--- config.mk ---
export PLATFORM = sky130hd
export DESIGN_NAME = umpr_uart
export DESIGN_NICKNAME = d
export VERILOG_FILES = /design/src/pkg/umpr_pkg.sv /design/src/umpr_fifo.sv /design/src/umpr_uart.sv
export SDC_FILE = /design/constraint.sdc
export NUM_CORES = 1
export LEC_CHECK = 0
export BUFFER_PORTS_ARGS = -buffer_cell sky130_fd_sc_hd__buf_2
export CAP_MARGIN = 20
export CORE_MARGIN = 3
export CORE_UTILIZATION = 44
export CTS_CLUSTER_DIAMETER = 100
export DETAILED_ROUTE_END_ITERATION = 16
export SLEW_MARGIN = 20
export SYNTH_ARGS = -nofsm -noshare
export SYNTH_HDL_FRONTEND = slang
export SYNTH_SLANG_ARGS = --single-unit
--- constraint.sdc ---
create_clock -name mclk -period 4.15 [get_ports mclk]
set_clock_uncertainty 0.1 [all_clocks]
set_input_delay 0.6225 -clock mclk [delete_from_list [all_inputs] [get_ports mclk]]
set_output_delay 0.6225 -clock mclk [all_outputs]
set_load 0.02 [all_outputs]
--- src/pkg/umpr_pkg.sv ---
// Shared types and constants for the asynchronous serial channel
package umpr_pkg;

  // ----------------------------------------
  // Reset values and counts
  // ----------------------------------------
  localparam logic [7:0] UMPR_STATUS_RST = 8'h00;
  localparam logic [7:0] UMPR_BDC_RST = 8'h00;
  localparam logic [7:0] UMPR_RXBUF_RST = 8'hff;
  localparam logic [3:0] UMPR_SAMPLE_PT = 4'h7;
  localparam logic [3:0] UMPR_OVS_LAST = 4'hf;
  localparam logic [2:0] UMPR_LAST_BIT8 = 3'h7;
  localparam logic [2:0] UMPR_LAST_BIT7 = 3'h6;

  // ----------------------------------------
  // Pin routing codes
  // ----------------------------------------
  localparam logic [1:0] UMPR_SEL_PRI = 2'h0;
  localparam logic [1:0] UMPR_SEL_RXALT = 2'h1;
  localparam logic [1:0] UMPR_SEL_TXALT = 2'h2;
  localparam logic [1:0] UMPR_SEL_BOTH = 2'h3;

  // ----------------------------------------
  // Register layouts
  // ----------------------------------------
  typedef enum logic [1:0] {
    UMPR_PAR_NONE, UMPR_PAR_ZERO, UMPR_PAR_ODD, UMPR_PAR_EVEN
  } umpr_par_t;

  typedef struct packed {
    logic tx_enable_bit;
    logic rx_enable_bit;
    umpr_par_t parity_mode;
    logic char_len8;
    logic stop_length_select;
    logic rsvd;
    logic clk_internal;
  } umpr_amc_t;

  typedef struct packed {
    logic sync_enable_bit;
    logic [3:0] rsvd_hi;
    logic sync_bit_order;
    logic sync_clock_select;
    logic rsvd_lo;
  } umpr_smc_t;

  typedef struct packed {
    logic [4:0] rsvd;
    logic parity_err;
    logic framing_err;
    logic overrun_err;
  } umpr_status_t;

  typedef struct packed {
    logic ext_baud_clock_pin;
    logic alternate_rx_pin;
    logic alternate_tx_pin;
    logic primary_tx_pin;
    logic primary_rx_pin;
  } umpr_pin_t;

  typedef enum logic [2:0] {
    ST_IDLE, ST_START, ST_DATA, ST_PAR, ST_STOP
  } umpr_st_t;

endpackage : umpr_pkg

--- src/umpr_fifo.sv ---
// Receive data queue with valid/ready on both sides
`timescale 1ns/1ps
module umpr_fifo #(
  parameter int WIDTH = 8, // Word width
  parameter int DEPTH = 16 // Number of words
) (
  input wire logic mclk, // System clock
  input wire logic srst, // Synchronous reset, high
  input wire logic in_valid, // Word offered
  output logic in_ready, // Room for a word
  input wire logic [WIDTH-1:0] in_data, // Word in
  output logic out_valid, // Word available
  input wire logic out_ready, // Consumer takes word
  output logic [WIDTH-1:0] out_data // Oldest word
);
  localparam int AW = $clog2(DEPTH);

  logic [WIDTH-1:0] mem [DEPTH];
  logic [AW-1:0] wp_ff, nxt_wp, rp_ff, nxt_rp;
  logic [AW:0] cnt_ff, nxt_cnt;
  logic push, pop;

  assign in_ready = cnt_ff != DEPTH[AW:0];
  assign out_valid = cnt_ff != '0;
  assign out_data = mem[rp_ff];
  assign push = in_valid & in_ready;
  assign pop = out_valid & out_ready;

  always_comb begin
    nxt_wp = push ? AW'(wp_ff + 1'b1) : wp_ff;
    nxt_rp = pop ? AW'(rp_ff + 1'b1) : rp_ff;
    nxt_cnt = cnt_ff;
    if (push && !pop) begin
      nxt_cnt = (AW+1)'(cnt_ff + 1'b1);
    end else if (pop && !push) begin
      nxt_cnt = (AW+1)'(cnt_ff - 1'b1);
    end
  end

  always_ff @(posedge mclk) begin
    if (srst) begin
      wp_ff <= '0;
      rp_ff <= '0;
      cnt_ff <= '0;
    end else begin
      wp_ff <= nxt_wp;
      rp_ff <= nxt_rp;
      cnt_ff <= nxt_cnt;
    end
  end

  // Storage needs no reset; emptiness is tracked by the count
  always_ff @(posedge mclk) begin
    if (push) begin
      mem[wp_ff] <= in_data;
    end
  end
endmodule : umpr_fifo

--- src/umpr_uart.sv ---
// Asynchronous serial channel: pins, baud clock, framing, error status
`timescale 1ns/1ps
module umpr_uart
  import umpr_pkg::*;
#(
  parameter int FIFO_DEPTH = 16 // Receive queue depth
) (
  input wire logic mclk, // System clock, 50 MHz
  input wire logic srst, // Synchronous reset, high
  input wire umpr_amc_t async_mode_control, // Async mode bits
  input wire umpr_smc_t sync_mode_control, // Sync mode bits
  input wire logic [1:0] line_pin_select, // Pin routing
  input wire logic bdc_wr, // Byte write of divider
  input wire logic [7:0] bdc_wdata, // Divider write data
  output logic [7:0] baud_divider_control, // Divider readback
  input wire logic tx_wr, // Write to shared data address
  input wire logic [7:0] tx_wdata, // Transmit data
  output logic tx_busy, // Frame being sent
  input wire logic rx_rd, // Read of shared data address
  output logic [7:0] rx_buffer, // Receive buffer
  output logic rx_full, // Buffer holds unread data
  output umpr_status_t rx_error_status, // Error status
  input wire umpr_pin_t port_out, // Port latch values
  input wire umpr_pin_t port_oe, // Port drive enables
  input wire umpr_pin_t pin_in, // Pin levels
  output umpr_pin_t pin_out, // Pin output values
  output umpr_pin_t pin_oe // Pin drive enables
);

  // ----------------------------------------
  // Input synchronisers
  // ----------------------------------------
  logic [2:0] s1_ff, s2_ff, s3_ff, filt_ff, nxt_filt;
  logic clk_prev_ff;
  logic rx_line;

  always_comb begin
    nxt_filt = (s2_ff == s3_ff) ? s3_ff : filt_ff;
  end

  always_ff @(posedge mclk) begin
    if (srst) begin
      s1_ff <= 3'h7;
      s2_ff <= 3'h7;
      s3_ff <= 3'h7;
      filt_ff <= 3'h7;
      clk_prev_ff <= 1'b1;
    end else begin
      s1_ff <= {pin_in.ext_baud_clock_pin, pin_in.alternate_rx_pin,
                pin_in.primary_rx_pin};
      s2_ff <= s1_ff;
      s3_ff <= s2_ff;
      filt_ff <= nxt_filt;
      clk_prev_ff <= filt_ff[2];
    end
  end

  assign rx_line = line_pin_select[0] ? filt_ff[1] : filt_ff[0];

  // ----------------------------------------
  // Mode legality
  // ----------------------------------------
  logic legal, tx_on, rx_on, pin_ok;

  always_comb begin
    case (line_pin_select)
      UMPR_SEL_PRI: pin_ok = 1'b1;
      UMPR_SEL_RXALT: pin_ok = !async_mode_control.tx_enable_bit;
      UMPR_SEL_TXALT: pin_ok = !async_mode_control.rx_enable_bit;
      default: pin_ok = 1'b1;
    endcase
  end

  assign legal = pin_ok && (sync_mode_control == '0);
  assign tx_on = legal && async_mode_control.tx_enable_bit;
  assign rx_on = legal && async_mode_control.rx_enable_bit;

  // ----------------------------------------
  // Baud tick
  // ----------------------------------------
  logic [7:0] bdc_ff, nxt_bdc, pre_ff, nxt_pre;
  logic tick;

  // divider only has a whole-byte write port
  always_comb begin
    nxt_bdc = bdc_wr ? bdc_wdata : bdc_ff;
    nxt_pre = (bdc_wr || pre_ff == bdc_ff) ? '0 : 8'(pre_ff + 8'h01);
  end

  always_ff @(posedge mclk) begin
    if (srst) begin
      bdc_ff <= UMPR_BDC_RST;
      pre_ff <= '0;
    end else begin
      bdc_ff <= nxt_bdc;
      pre_ff <= nxt_pre;
    end
  end

  assign tick = async_mode_control.clk_internal ? (pre_ff == bdc_ff) :
                (filt_ff[2] & ~clk_prev_ff);
  assign baud_divider_control = bdc_ff;

  function automatic logic par_of(logic [7:0] d, logic c8, umpr_par_t m);
    logic [7:0] x;
    x = c8 ? d : {1'b0, d[6:0]};
    case (m)
      UMPR_PAR_ODD: par_of = ~^x;
      UMPR_PAR_EVEN: par_of = ^x;
      default: par_of = 1'b0;
    endcase
  endfunction : par_of

  logic [2:0] last_bit;
  assign last_bit = async_mode_control.char_len8 ? UMPR_LAST_BIT8 :
                    UMPR_LAST_BIT7;

  // ----------------------------------------
  // Transmitter
  // ----------------------------------------
  umpr_st_t tx_st_ff, nxt_tx_st;
  logic [3:0] tx_cnt_ff, nxt_tx_cnt;
  logic [2:0] tx_bit_ff, nxt_tx_bit;
  logic [7:0] tx_sh_ff, nxt_tx_sh;
  logic tx_par_ff, nxt_tx_par, tx_line_ff, nxt_tx_line;

  always_comb begin
    nxt_tx_st = tx_st_ff;
    nxt_tx_cnt = tx_cnt_ff;
    nxt_tx_bit = tx_bit_ff;
    nxt_tx_sh = tx_sh_ff;
    nxt_tx_par = tx_par_ff;
    nxt_tx_line = tx_line_ff;
    if (tx_st_ff == ST_IDLE) begin
      nxt_tx_line = 1'b1;
      // a write loads the transmit shifter
      if (tx_wr && tx_on) begin
        nxt_tx_sh = tx_wdata;
        nxt_tx_par = par_of(tx_wdata, async_mode_control.char_len8,
                            async_mode_control.parity_mode);
        nxt_tx_cnt = '0;
        nxt_tx_line = 1'b0;
        nxt_tx_st = ST_START;
      end
    end else if (tick) begin
      nxt_tx_cnt = 4'(tx_cnt_ff + 4'h1);
      if (tx_cnt_ff == UMPR_OVS_LAST) begin
        case (tx_st_ff)
          ST_START: begin
            nxt_tx_line = tx_sh_ff[0];
            nxt_tx_bit = '0;
            nxt_tx_st = ST_DATA;
          end
          ST_DATA: begin
            nxt_tx_sh = {1'b0, tx_sh_ff[7:1]};
            nxt_tx_line = tx_sh_ff[1];
            nxt_tx_bit = 3'(tx_bit_ff + 3'h1);
            if (tx_bit_ff == last_bit) begin
              nxt_tx_bit = '0;
              if (async_mode_control.parity_mode == UMPR_PAR_NONE) begin
                nxt_tx_line = 1'b1;
                nxt_tx_st = ST_STOP;
              end else begin
                nxt_tx_line = tx_par_ff;
                nxt_tx_st = ST_PAR;
              end
            end
          end
          ST_PAR: begin
            nxt_tx_line = 1'b1;
            nxt_tx_st = ST_STOP;
          end
          default: begin
            if (async_mode_control.stop_length_select && tx_bit_ff == '0) begin
              nxt_tx_bit = 3'h1;
            end else begin
              nxt_tx_st = ST_IDLE;
            end
          end
        endcase
      end
    end
    if (!tx_on) begin
      nxt_tx_st = ST_IDLE;
      nxt_tx_line = 1'b1;
    end
  end

  always_ff @(posedge mclk) begin
    if (srst) begin
      tx_st_ff <= ST_IDLE;
      tx_cnt_ff <= '0;
      tx_bit_ff <= '0;
      tx_sh_ff <= '0;
      tx_par_ff <= 1'b0;
      tx_line_ff <= 1'b1;
    end else begin
      tx_st_ff <= nxt_tx_st;
      tx_cnt_ff <= nxt_tx_cnt;
      tx_bit_ff <= nxt_tx_bit;
      tx_sh_ff <= nxt_tx_sh;
      tx_par_ff <= nxt_tx_par;
      tx_line_ff <= nxt_tx_line;
    end
  end

  assign tx_busy = tx_st_ff != ST_IDLE;

  // ----------------------------------------
  // Receiver
  // ----------------------------------------
  umpr_st_t rx_st_ff, nxt_rx_st;
  logic [3:0] rx_cnt_ff, nxt_rx_cnt;
  logic [2:0] rx_bit_ff, nxt_rx_bit;
  logic [7:0] rx_sh_ff, nxt_rx_sh, rx_word;
  logic rx_pe_ff, nxt_rx_pe, rx_done, rx_fe;

  // seven-bit frames sit low with a zero top bit
  assign rx_word = async_mode_control.char_len8 ? rx_sh_ff :
                   {1'b0, rx_sh_ff[7:1]};

  always_comb begin
    nxt_rx_st = rx_st_ff;
    nxt_rx_cnt = rx_cnt_ff;
    nxt_rx_bit = rx_bit_ff;
    nxt_rx_sh = rx_sh_ff;
    nxt_rx_pe = rx_pe_ff;
    rx_done = 1'b0;
    rx_fe = 1'b0;
    if (rx_st_ff == ST_IDLE) begin
      if (!rx_line) begin
        nxt_rx_cnt = '0;
        nxt_rx_st = ST_START;
      end
    end else if (tick) begin
      nxt_rx_cnt = 4'(rx_cnt_ff + 4'h1);
      case (rx_st_ff)
        ST_START: begin
          // Mid-bit recheck rejects glitches
          if (rx_cnt_ff == UMPR_SAMPLE_PT) begin
            nxt_rx_cnt = '0;
            nxt_rx_bit = '0;
            nxt_rx_pe = 1'b0;
            nxt_rx_st = rx_line ? ST_IDLE : ST_DATA;
          end
        end
        ST_DATA: begin
          if (rx_cnt_ff == UMPR_OVS_LAST) begin
            nxt_rx_sh = {rx_line, rx_sh_ff[7:1]};
            nxt_rx_bit = 3'(rx_bit_ff + 3'h1);
            if (rx_bit_ff == last_bit) begin
              nxt_rx_st = (async_mode_control.parity_mode == UMPR_PAR_NONE)
                          ? ST_STOP : ST_PAR;
            end
          end
        end
        ST_PAR: begin
          if (rx_cnt_ff == UMPR_OVS_LAST) begin
            nxt_rx_pe = rx_line ^ par_of(rx_word, 1'b1,
                                         async_mode_control.parity_mode);
            nxt_rx_st = ST_STOP;
          end
        end
        default: begin
          // a single stop bit ends every frame
          if (rx_cnt_ff == UMPR_OVS_LAST) begin
            rx_done = 1'b1;
            rx_fe = !rx_line;
            nxt_rx_st = ST_IDLE;
          end
        end
      endcase
    end
    if (!rx_on) begin
      nxt_rx_st = ST_IDLE;
      rx_done = 1'b0;
    end
  end

  always_ff @(posedge mclk) begin
    if (srst) begin
      rx_st_ff <= ST_IDLE;
      rx_cnt_ff <= '0;
      rx_bit_ff <= '0;
      rx_sh_ff <= '0;
      rx_pe_ff <= 1'b0;
    end else begin
      rx_st_ff <= nxt_rx_st;
      rx_cnt_ff <= nxt_rx_cnt;
      rx_bit_ff <= nxt_rx_bit;
      rx_sh_ff <= nxt_rx_sh;
      rx_pe_ff <= nxt_rx_pe;
    end
  end

  // ----------------------------------------
  // Queue, buffer and error status
  // ----------------------------------------
  logic fq_in_ready, fq_out_valid, fq_out_ready, ovr_now, load;
  logic [7:0] fq_out_data, rxb_ff, nxt_rxb;
  logic rxb_full_ff, nxt_rxb_full, ovr_pend_ff, nxt_ovr_pend;
  umpr_status_t st_ff, nxt_st;

  umpr_fifo #(.WIDTH(8), .DEPTH(FIFO_DEPTH)) u_fifo (
    .mclk(mclk),
    .srst(srst),
    .in_valid(rx_done),
    .in_ready(fq_in_ready),
    .in_data(rx_word),
    .out_valid(fq_out_valid),
    .out_ready(fq_out_ready),
    .out_data(fq_out_data)
  );

  assign load = fq_out_valid && (!rxb_full_ff || rx_rd);
  assign fq_out_ready = load;
  // overrun repeats until the buffer is read
  assign ovr_now = !fq_in_ready || (ovr_pend_ff && !rx_rd);

  always_comb begin
    nxt_rxb = load ? fq_out_data : rxb_ff;
    nxt_rxb_full = load || (rxb_full_ff && !rx_rd);
    // Set wins over the read that clears it
    nxt_ovr_pend = (rx_done && ovr_now) || (ovr_pend_ff && !rx_rd);
    nxt_st = st_ff;
    // record error kinds; held while sync mode owns the channel
    if (rx_done && !sync_mode_control.sync_enable_bit) begin
      nxt_st = '{rsvd: '0, parity_err: rx_pe_ff, framing_err: rx_fe,
                 overrun_err: ovr_now};
    end
  end

  always_ff @(posedge mclk) begin
    if (srst) begin
      rxb_ff <= UMPR_RXBUF_RST;
      rxb_full_ff <= 1'b0;
      ovr_pend_ff <= 1'b0;
      st_ff <= UMPR_STATUS_RST;
    end else begin
      rxb_ff <= nxt_rxb;
      rxb_full_ff <= nxt_rxb_full;
      ovr_pend_ff <= nxt_ovr_pend;
      st_ff <= nxt_st;
    end
  end

  // whole byte out, every bit individually visible
  assign rx_error_status = st_ff;
  assign rx_buffer = rxb_ff;
  assign rx_full = rxb_full_ff;

  // ----------------------------------------
  // Pin routing
  // ----------------------------------------
  always_comb begin
    // unused pins follow the port latches
    pin_out = port_out;
    pin_oe = port_oe;
    if (rx_on) begin
      if (line_pin_select[0]) begin
        pin_oe.alternate_rx_pin = 1'b0;
      end else begin
        pin_oe.primary_rx_pin = 1'b0;
      end
    end
    if (tx_on) begin
      pin_out.primary_tx_pin = line_pin_select[1] ? 1'b1 : tx_line_ff;
      pin_oe.primary_tx_pin = 1'b1;
      if (line_pin_select[1]) begin
        pin_out.alternate_tx_pin = tx_line_ff;
        pin_oe.alternate_tx_pin = 1'b1;
      end
    end
    // external clock pin taken only when selected
    if ((tx_on || rx_on) && !async_mode_control.clk_internal) begin
      pin_oe.ext_baud_clock_pin = 1'b0;
    end
  end
endmodule : umpr_uart
==> results.tsv, run 1 <==
metric	value	unit
outcome	finished clean	
Core Area	22000	µm²
Top Layer Used	met4	
Min Hold Slack	0.198	ns
Clock Latency Late Sink	0.51	ns
main flop type after synthesis	edfxtp_1	
final cycle utilization of the critical path	82.8	%
die span in y	156	µm
Synth warnings	0	
first-pass GRT wire length	33000	µm
M1 wire length	9080	µm
FFs w/ async S/R, synth	0	%
Leak	3.86	nW
Seq/Total Area, Yosys	58.0	%
CTS tree	yes	
routed wl met3	921	µm
Post-Layout Inst Area	11400	µm²
Root Driver	clkbuf_16	
Area growth, synth to finish	15.8	%
Final ANT Viol Nets	0	
Worst path most repeated cell	a21oi_1	
H-tree depth	1	
minimum clock period	3.43	ns
# IOs	90	
placed cell area	10500	µm²
Rel. slew slack	41.8	%
fin worst setup slack	0.716	ns
vias per std cell	5.46	
VDD IR max	0.362	mV
RSZ-0062 raised after global routing	no	
Die Footprint	24300	µm²
initial antenna violation count	0	
Pre-Repair DR Iteration Count	4	
CP bufs+invs	3	
# DRC	0	
layout cells sized above 1	23.0	%
CP Max Fanout	6	
Hold Buf Count CTS	0	
Mapped Cells	763	
postcts setup bufs	0	
worst r2r src	pre_ff[4]	
pre-CTS WS	0.232	ns
synthesized flop and latch total	222	
Post-synth EDFFs	128	
Setup TNS	0	ns
crit-path cells	buf_2 > nor4_1 > o2111ai_1 > nor2_1 > nand3_1 > clkinv_1 > ha_1 > inv_1 > fa_1 > a21o_1 > a21oi_1 > xnor2_1 > or3_1 > a21oi_1	
DRT Wirelength	20600	µm
Initial DRC Count	358	
clk slew on worst S/H paths	0.06	ns
synthesized area	9870	µm²
vias in the first global route	6351	
met2 wire length	10100	µm
die width	156	µm
Req. time, crit path	4.49	ns
Max Freq	0.291	GHz
most common library cell in the layout ignoring fill and taps	edfxtp_1	
pin count of the biggest net entering global routing	40	
CP top delay family	simple AND/OR/NAND/NOR gates	
Fin. Hold Viols	0	
Worst EP arrival	3.77	ns
crit end category	register	
CTS Buffer Depth	3	
GR Overflow Total	0	
Min-Delay Path Class	in -> reg	
Critical Path Source	sync_mode_control[1]	
GRT Total Usage	16.9	%
Core Rows	54	
post-cts resize count	0	
reg2reg setup slack	0.73	ns
CP max stage delay	0.48	ns
Avg Cell Area, Syn	12.9	µm²
starting density of the core	44.9	%
DPL Wire Length	14100	µm
PD cells	424	nW/µm²
# clock sinks	222	
most frequent cells in the layout	128 x edfxtp_1, 92 x dfxtp_1, 91 x nor2_1, 75 x buf_2, 46 x nand2_1	
CTS Buf Count	25	
Setup crit start kind	primary input	
average wire per standard cell	17.9	µm
Final setup viols	0	
crit path max-delay cell type	fa_1	
hold wc startpoint	pin_in[3]	
Port-buffer cells	75	
Setup CP Type	in -> reg	
fillers	1857	
Power Total	4.85	mW
RD Place Congestion	0.843	
worst slew pin tran	0.872	ns
Netlist cell types	67	
# nets final	922	
total number of vias	6277	
Max-Cap Viols	0	
Pins Over Slew Limit	0	
ant diodes	0	
[cells by family after synthesis]
family | count (synthesis) | share of synthesized area, %
adders and majority gates | 18 | 2.36
DFF | 222 | 58.0
xor gates and xnor gates | 46 | 4.22
buffers and inverters | 66 | 3.84
and+or+nand+nor | 244 | 11.7
AOI/OAI and AO/OA | 90 | 6.34
other | 1 | 0.0380
muxes | 76 | 13.4
[final cells by class]
cell class | instances | area [µm²] | share of cell area (%)
flip-flops and latches | 222 | 5730 | 50.1
multi-input cells | 479 | 3780 | 33.1
clock buffers | 33 | 707 | 6.19
repair buffers | 103 | 586 | 5.13
well taps | 280 | 350 | 3.07
clock inverters | 13 | 203 | 1.77
inverters | 19 | 71.3 | 0.624
[cell usage after synthesis (4+ instances only)]
master | number | share of area [%]
a311oi_1 | 8 | 0.71
xor2_1 | 11 | 0.98
mux2_2 | 7 | 0.80
inv_1 | 18 | 0.68
nor2_1 | 91 | 3.5
mux4_1 | 15 | 4.0
buf_2 | 5 | 0.25
nor4_1 | 4 | 0.25
nand2_1 | 46 | 1.7
or2_2 | 14 | 0.89
a21oi_1 | 26 | 1.3
ha_1 | 17 | 2.2
nand4_1 | 5 | 0.32
o21ai_0 | 11 | 0.56
nand2b_1 | 9 | 0.57
buf_4 | 9 | 0.68
xnor2_1 | 34 | 3.0
or3_1 | 7 | 0.44
mux2i_1 | 29 | 2.9
clkbuf_1 | 20 | 0.76
edfxtp_1 | 128 | 39
dfxtp_1 | 94 | 19
and3_1 | 5 | 0.32
nor2b_1 | 13 | 0.82
mux4_2 | 25 | 5.7
a211oi_1 | 4 | 0.30
o2111ai_1 | 4 | 0.35
nor3_1 | 13 | 0.66
nand3_1 | 24 | 1.2
buf_6 | 8 | 0.91
a211o_1 | 9 | 0.80
[per-stage QoR]
stage / util (%) / std cells
finish: 52.0 / 1149
global route: 52.0 / 1149
CTS: 52.0 / 1149
detailed placement: 47.9 / 1103
global placement: 47.9 / 1103
floorplan: - / 767
[registers in the layout, indices dropped and copies added (netlist names), 5 cells and up]
signal and cells:
u_fifo.mem 128, baud_divider_control 8, pre_ff 8, rx_buffer 8, rx_sh_ff 8, tx_sh_ff 8
u_fifo.cnt_ff 5
[path summary, 6_finish.rpt]
path                                    endpoint  depth (start not counted)
worst max register to register  u_fifo.cnt_ff[4]                         13
worst max-delay path            u_fifo.cnt_ff[4]                         14
worst min register to register          s2_ff[1]                          1
worst min-delay path                    s1_ff[1]                          2
[per-layer routing]
metal	global-route usage [%]	up-vias
met2	29.0	163
met1	22.5	3092
met4	4.58	0
met5	0	-
met3	2.69	37
li1	-	2985
[power breakdown]
| part | switching, mW | internal (mW) |
|---|---|---|
| clock | 0.864 | 1.51 |
| combinational | 0.0873 | 0.0596 |
| sequential | 0.00932 | 2.31 |
| total | 0.961 | 3.89 |
Power figures use the tool's default switching activity.
==> run 2: changes to the inputs <==
==> constraint.sdc (replaced) <==
create_clock -name mclk -period 2.99 [get_ports mclk]
set_clock_uncertainty 0.1 [all_clocks]
set_input_delay 0.4485 -clock mclk [delete_from_list [all_inputs] [get_ports mclk]]
set_output_delay 0.4485 -clock mclk [all_outputs]
set_load 0.02 [all_outputs]
==> run 2 against run 1 <==
Effect of this change: first-iteration DRC count grew 22%; power grew 36%; combinational power grew 58%; global-route usage grew 1.1 points; critical path depth shrank 1; via count grew 1.5%; largest power group is now registers.
==> results.tsv, run 2 (synthesized netlist as in run 1, its figures left out) <==
metric	value	unit	change
Port-buffer cells	75		unchanged
Leak	4.01	nW	was 3.86 nW
CTS Buf Count	25		unchanged
Pins Over Slew Limit	0		unchanged
vias per std cell	5.43		was 5.46
DRT Wirelength	21800	µm	was 20600 µm
RSZ-0062 raised after global routing	yes		was no
max FFs per register	128		unchanged
RD Place Congestion	0.804		was 0.843
starting density of the core	44.9	%	unchanged
layout cells sized above 1	28.0	%	was 23.0%
fin worst setup slack	0.0666	ns	was 0.716 ns
Root Driver	clkbuf_16		unchanged
first-pass GRT wire length	34900	µm	was 33000 µm
initial antenna violation count	0		unchanged
outcome	finished clean		unchanged
Biggest register	u_fifo.mem		unchanged
Core Rows	54		unchanged
most common library cell in the layout ignoring fill and taps	edfxtp_1		unchanged
final cycle utilization of the critical path	97.8	%	
Max Freq	0.342	GHz	
# IOs	90		unchanged
Post-Layout Inst Area	11700	µm²	was 11400 µm²
Pre-Repair DR Iteration Count	5		was 4
vias in the first global route	6611		was 6351
GRT Total Usage	18.0	%	was 16.9%
VDD IR max	0.538	mV	was 0.362 mV
CP Max Fanout	4		was 6
Core Area	22000	µm²	unchanged
clk slew on worst S/H paths	0.06	ns	about the same
H-tree depth	1		unchanged
most frequent cells in the layout	128 x edfxtp_1, 91 x nor2_1, 82 x dfxtp_1, 75 x buf_2, 52 x buf_4		was 128 x edfxtp_1, 92 x dfxtp_1, 91 x nor2_1, 75 x buf_2, 46 x nand2_1
Min-Delay Path Class	in -> reg		unchanged
placed cell area	10700	µm²	was 10500 µm²
minimum clock period	2.92	ns	
ant diodes	0		unchanged
Rel. slew slack	45.7	%	was 41.8%
# nets final	948		was 922
die span in y	156	µm	unchanged
Final setup viols	0		unchanged
Req. time, crit path	3.34	ns	was 4.49 ns
die width	156	µm	unchanged
# DRC	0		unchanged
Area growth, synth to finish	18.7	%	was 15.8%
placed cells	1124		was 1103
total number of vias	6369		was 6277
CTS Buffer Depth	3		unchanged
Setup CP Type	reg -> reg		was in -> reg
pre-CTS WS	-0.293	ns	was 0.232 ns
PD cells	564	nW/µm²	was 424 nW/µm²
Non-Filler Instances	1173		was 1149
Setup TNS	0	ns	unchanged
DPL Wire Length	14800	µm	was 14100 µm
Worst EP arrival	3.28	ns	was 3.77 ns
average wire per standard cell	18.5	µm	was 17.9 µm
pin count of the biggest net entering global routing	45		was 40
Max-Cap Viols	0		unchanged
worst slew pin tran	0.815	ns	was 0.872 ns
crit end category	register		unchanged
Fin. Hold Viols	0		unchanged
Die Footprint	24300	µm²	unchanged
Clock Latency Late Sink	0.53	ns	was 0.51 ns
Initial DRC Count	435		was 358
Final ANT Viol Nets	0		unchanged
CTS tree	yes		unchanged
Setup crit start kind	register		was primary input
# clock sinks	222		unchanged
GR Overflow Total	0		unchanged
run 2: layer usage:
metal	routed length, µm	vias to the layer above	part of all wire, %	global-route usage (%)
li1	-	3041	-	-
met1	9420	3139	43	23.8
met2	11000	157	51	31.9
met3	920	32	4.2	2.41
met4	420	0	1.9	4.04
met5	0	-	0	0
run 2: path summary, 6_finish.rpt:
| check | cells after the start | slack, ns | endpoint | from |
|---|---|---|---|---|
| setup / recovery | 13 | 0.07 | u_fifo.cnt_ff[4] | pre_ff[4] |
| hold / removal | 2 | 0.01 | s1_ff[2] | pin_in[4] |
| setup reg to reg | 13 | 0.07 | u_fifo.cnt_ff[4] | pre_ff[4] |
| hold reg to reg | 1 | 0.31 | s2_ff[0] | s1_ff[0] |
run 2: timing repair:
item	in CTS	in global routing
resized for setup	3	16
setup endpoints to repair	1	2
hold buffers	1	0
pin swaps	4	12
endpoints found under the hold margin	1	0
setup buffers	2	2
run 2: worst max-delay path: stages, from the launching register on:
cell	delay, ns
dfxtp_2	0.33
xnor2_2	0.17
nand4_1	0.20
o31ai_4	0.32
nand3_2	0.16
inv_4	0.09
ha_4	0.15
inv_4	0.04
fa_2	0.33
a21o_1	0.20
a21oi_2	0.16
xnor2_2	0.09
or3_4	0.38
a21oi_2	0.12
run 2: area by class of cell:
cell class                 instances  area (µm²)
multi-input combinational        479        3900
clock buffer                      31         691
timing repair buffer             129         796
inverter                          19        76.3
sequential                       222        5740
tap                              280         350
fill                            1849       10200
clock inverter                    13         168
run 2: report_power, final:
part / switching (mW) / total [mW] / internal [mW]
logic: 0.131 / 0.232 / 0.101
registers: 0.0124 / 3.22 / 3.21
clock network: 1.23 / 3.15 / 1.91
total: 1.38 / 6.60 / 5.23
run 2: stage by stage:
step           power [mW]  util (%)  hold slack, ns
2_1_floorplan        3.43         -           0.289
3_3_place_gp         3.51      48.9           0.301
3_5_place_dp         3.51      48.9           0.298
4_1_cts              6.68      53.0         0.00431
5_1_grt              6.84      53.4          0.0171
6_report             6.60      53.4          0.0107
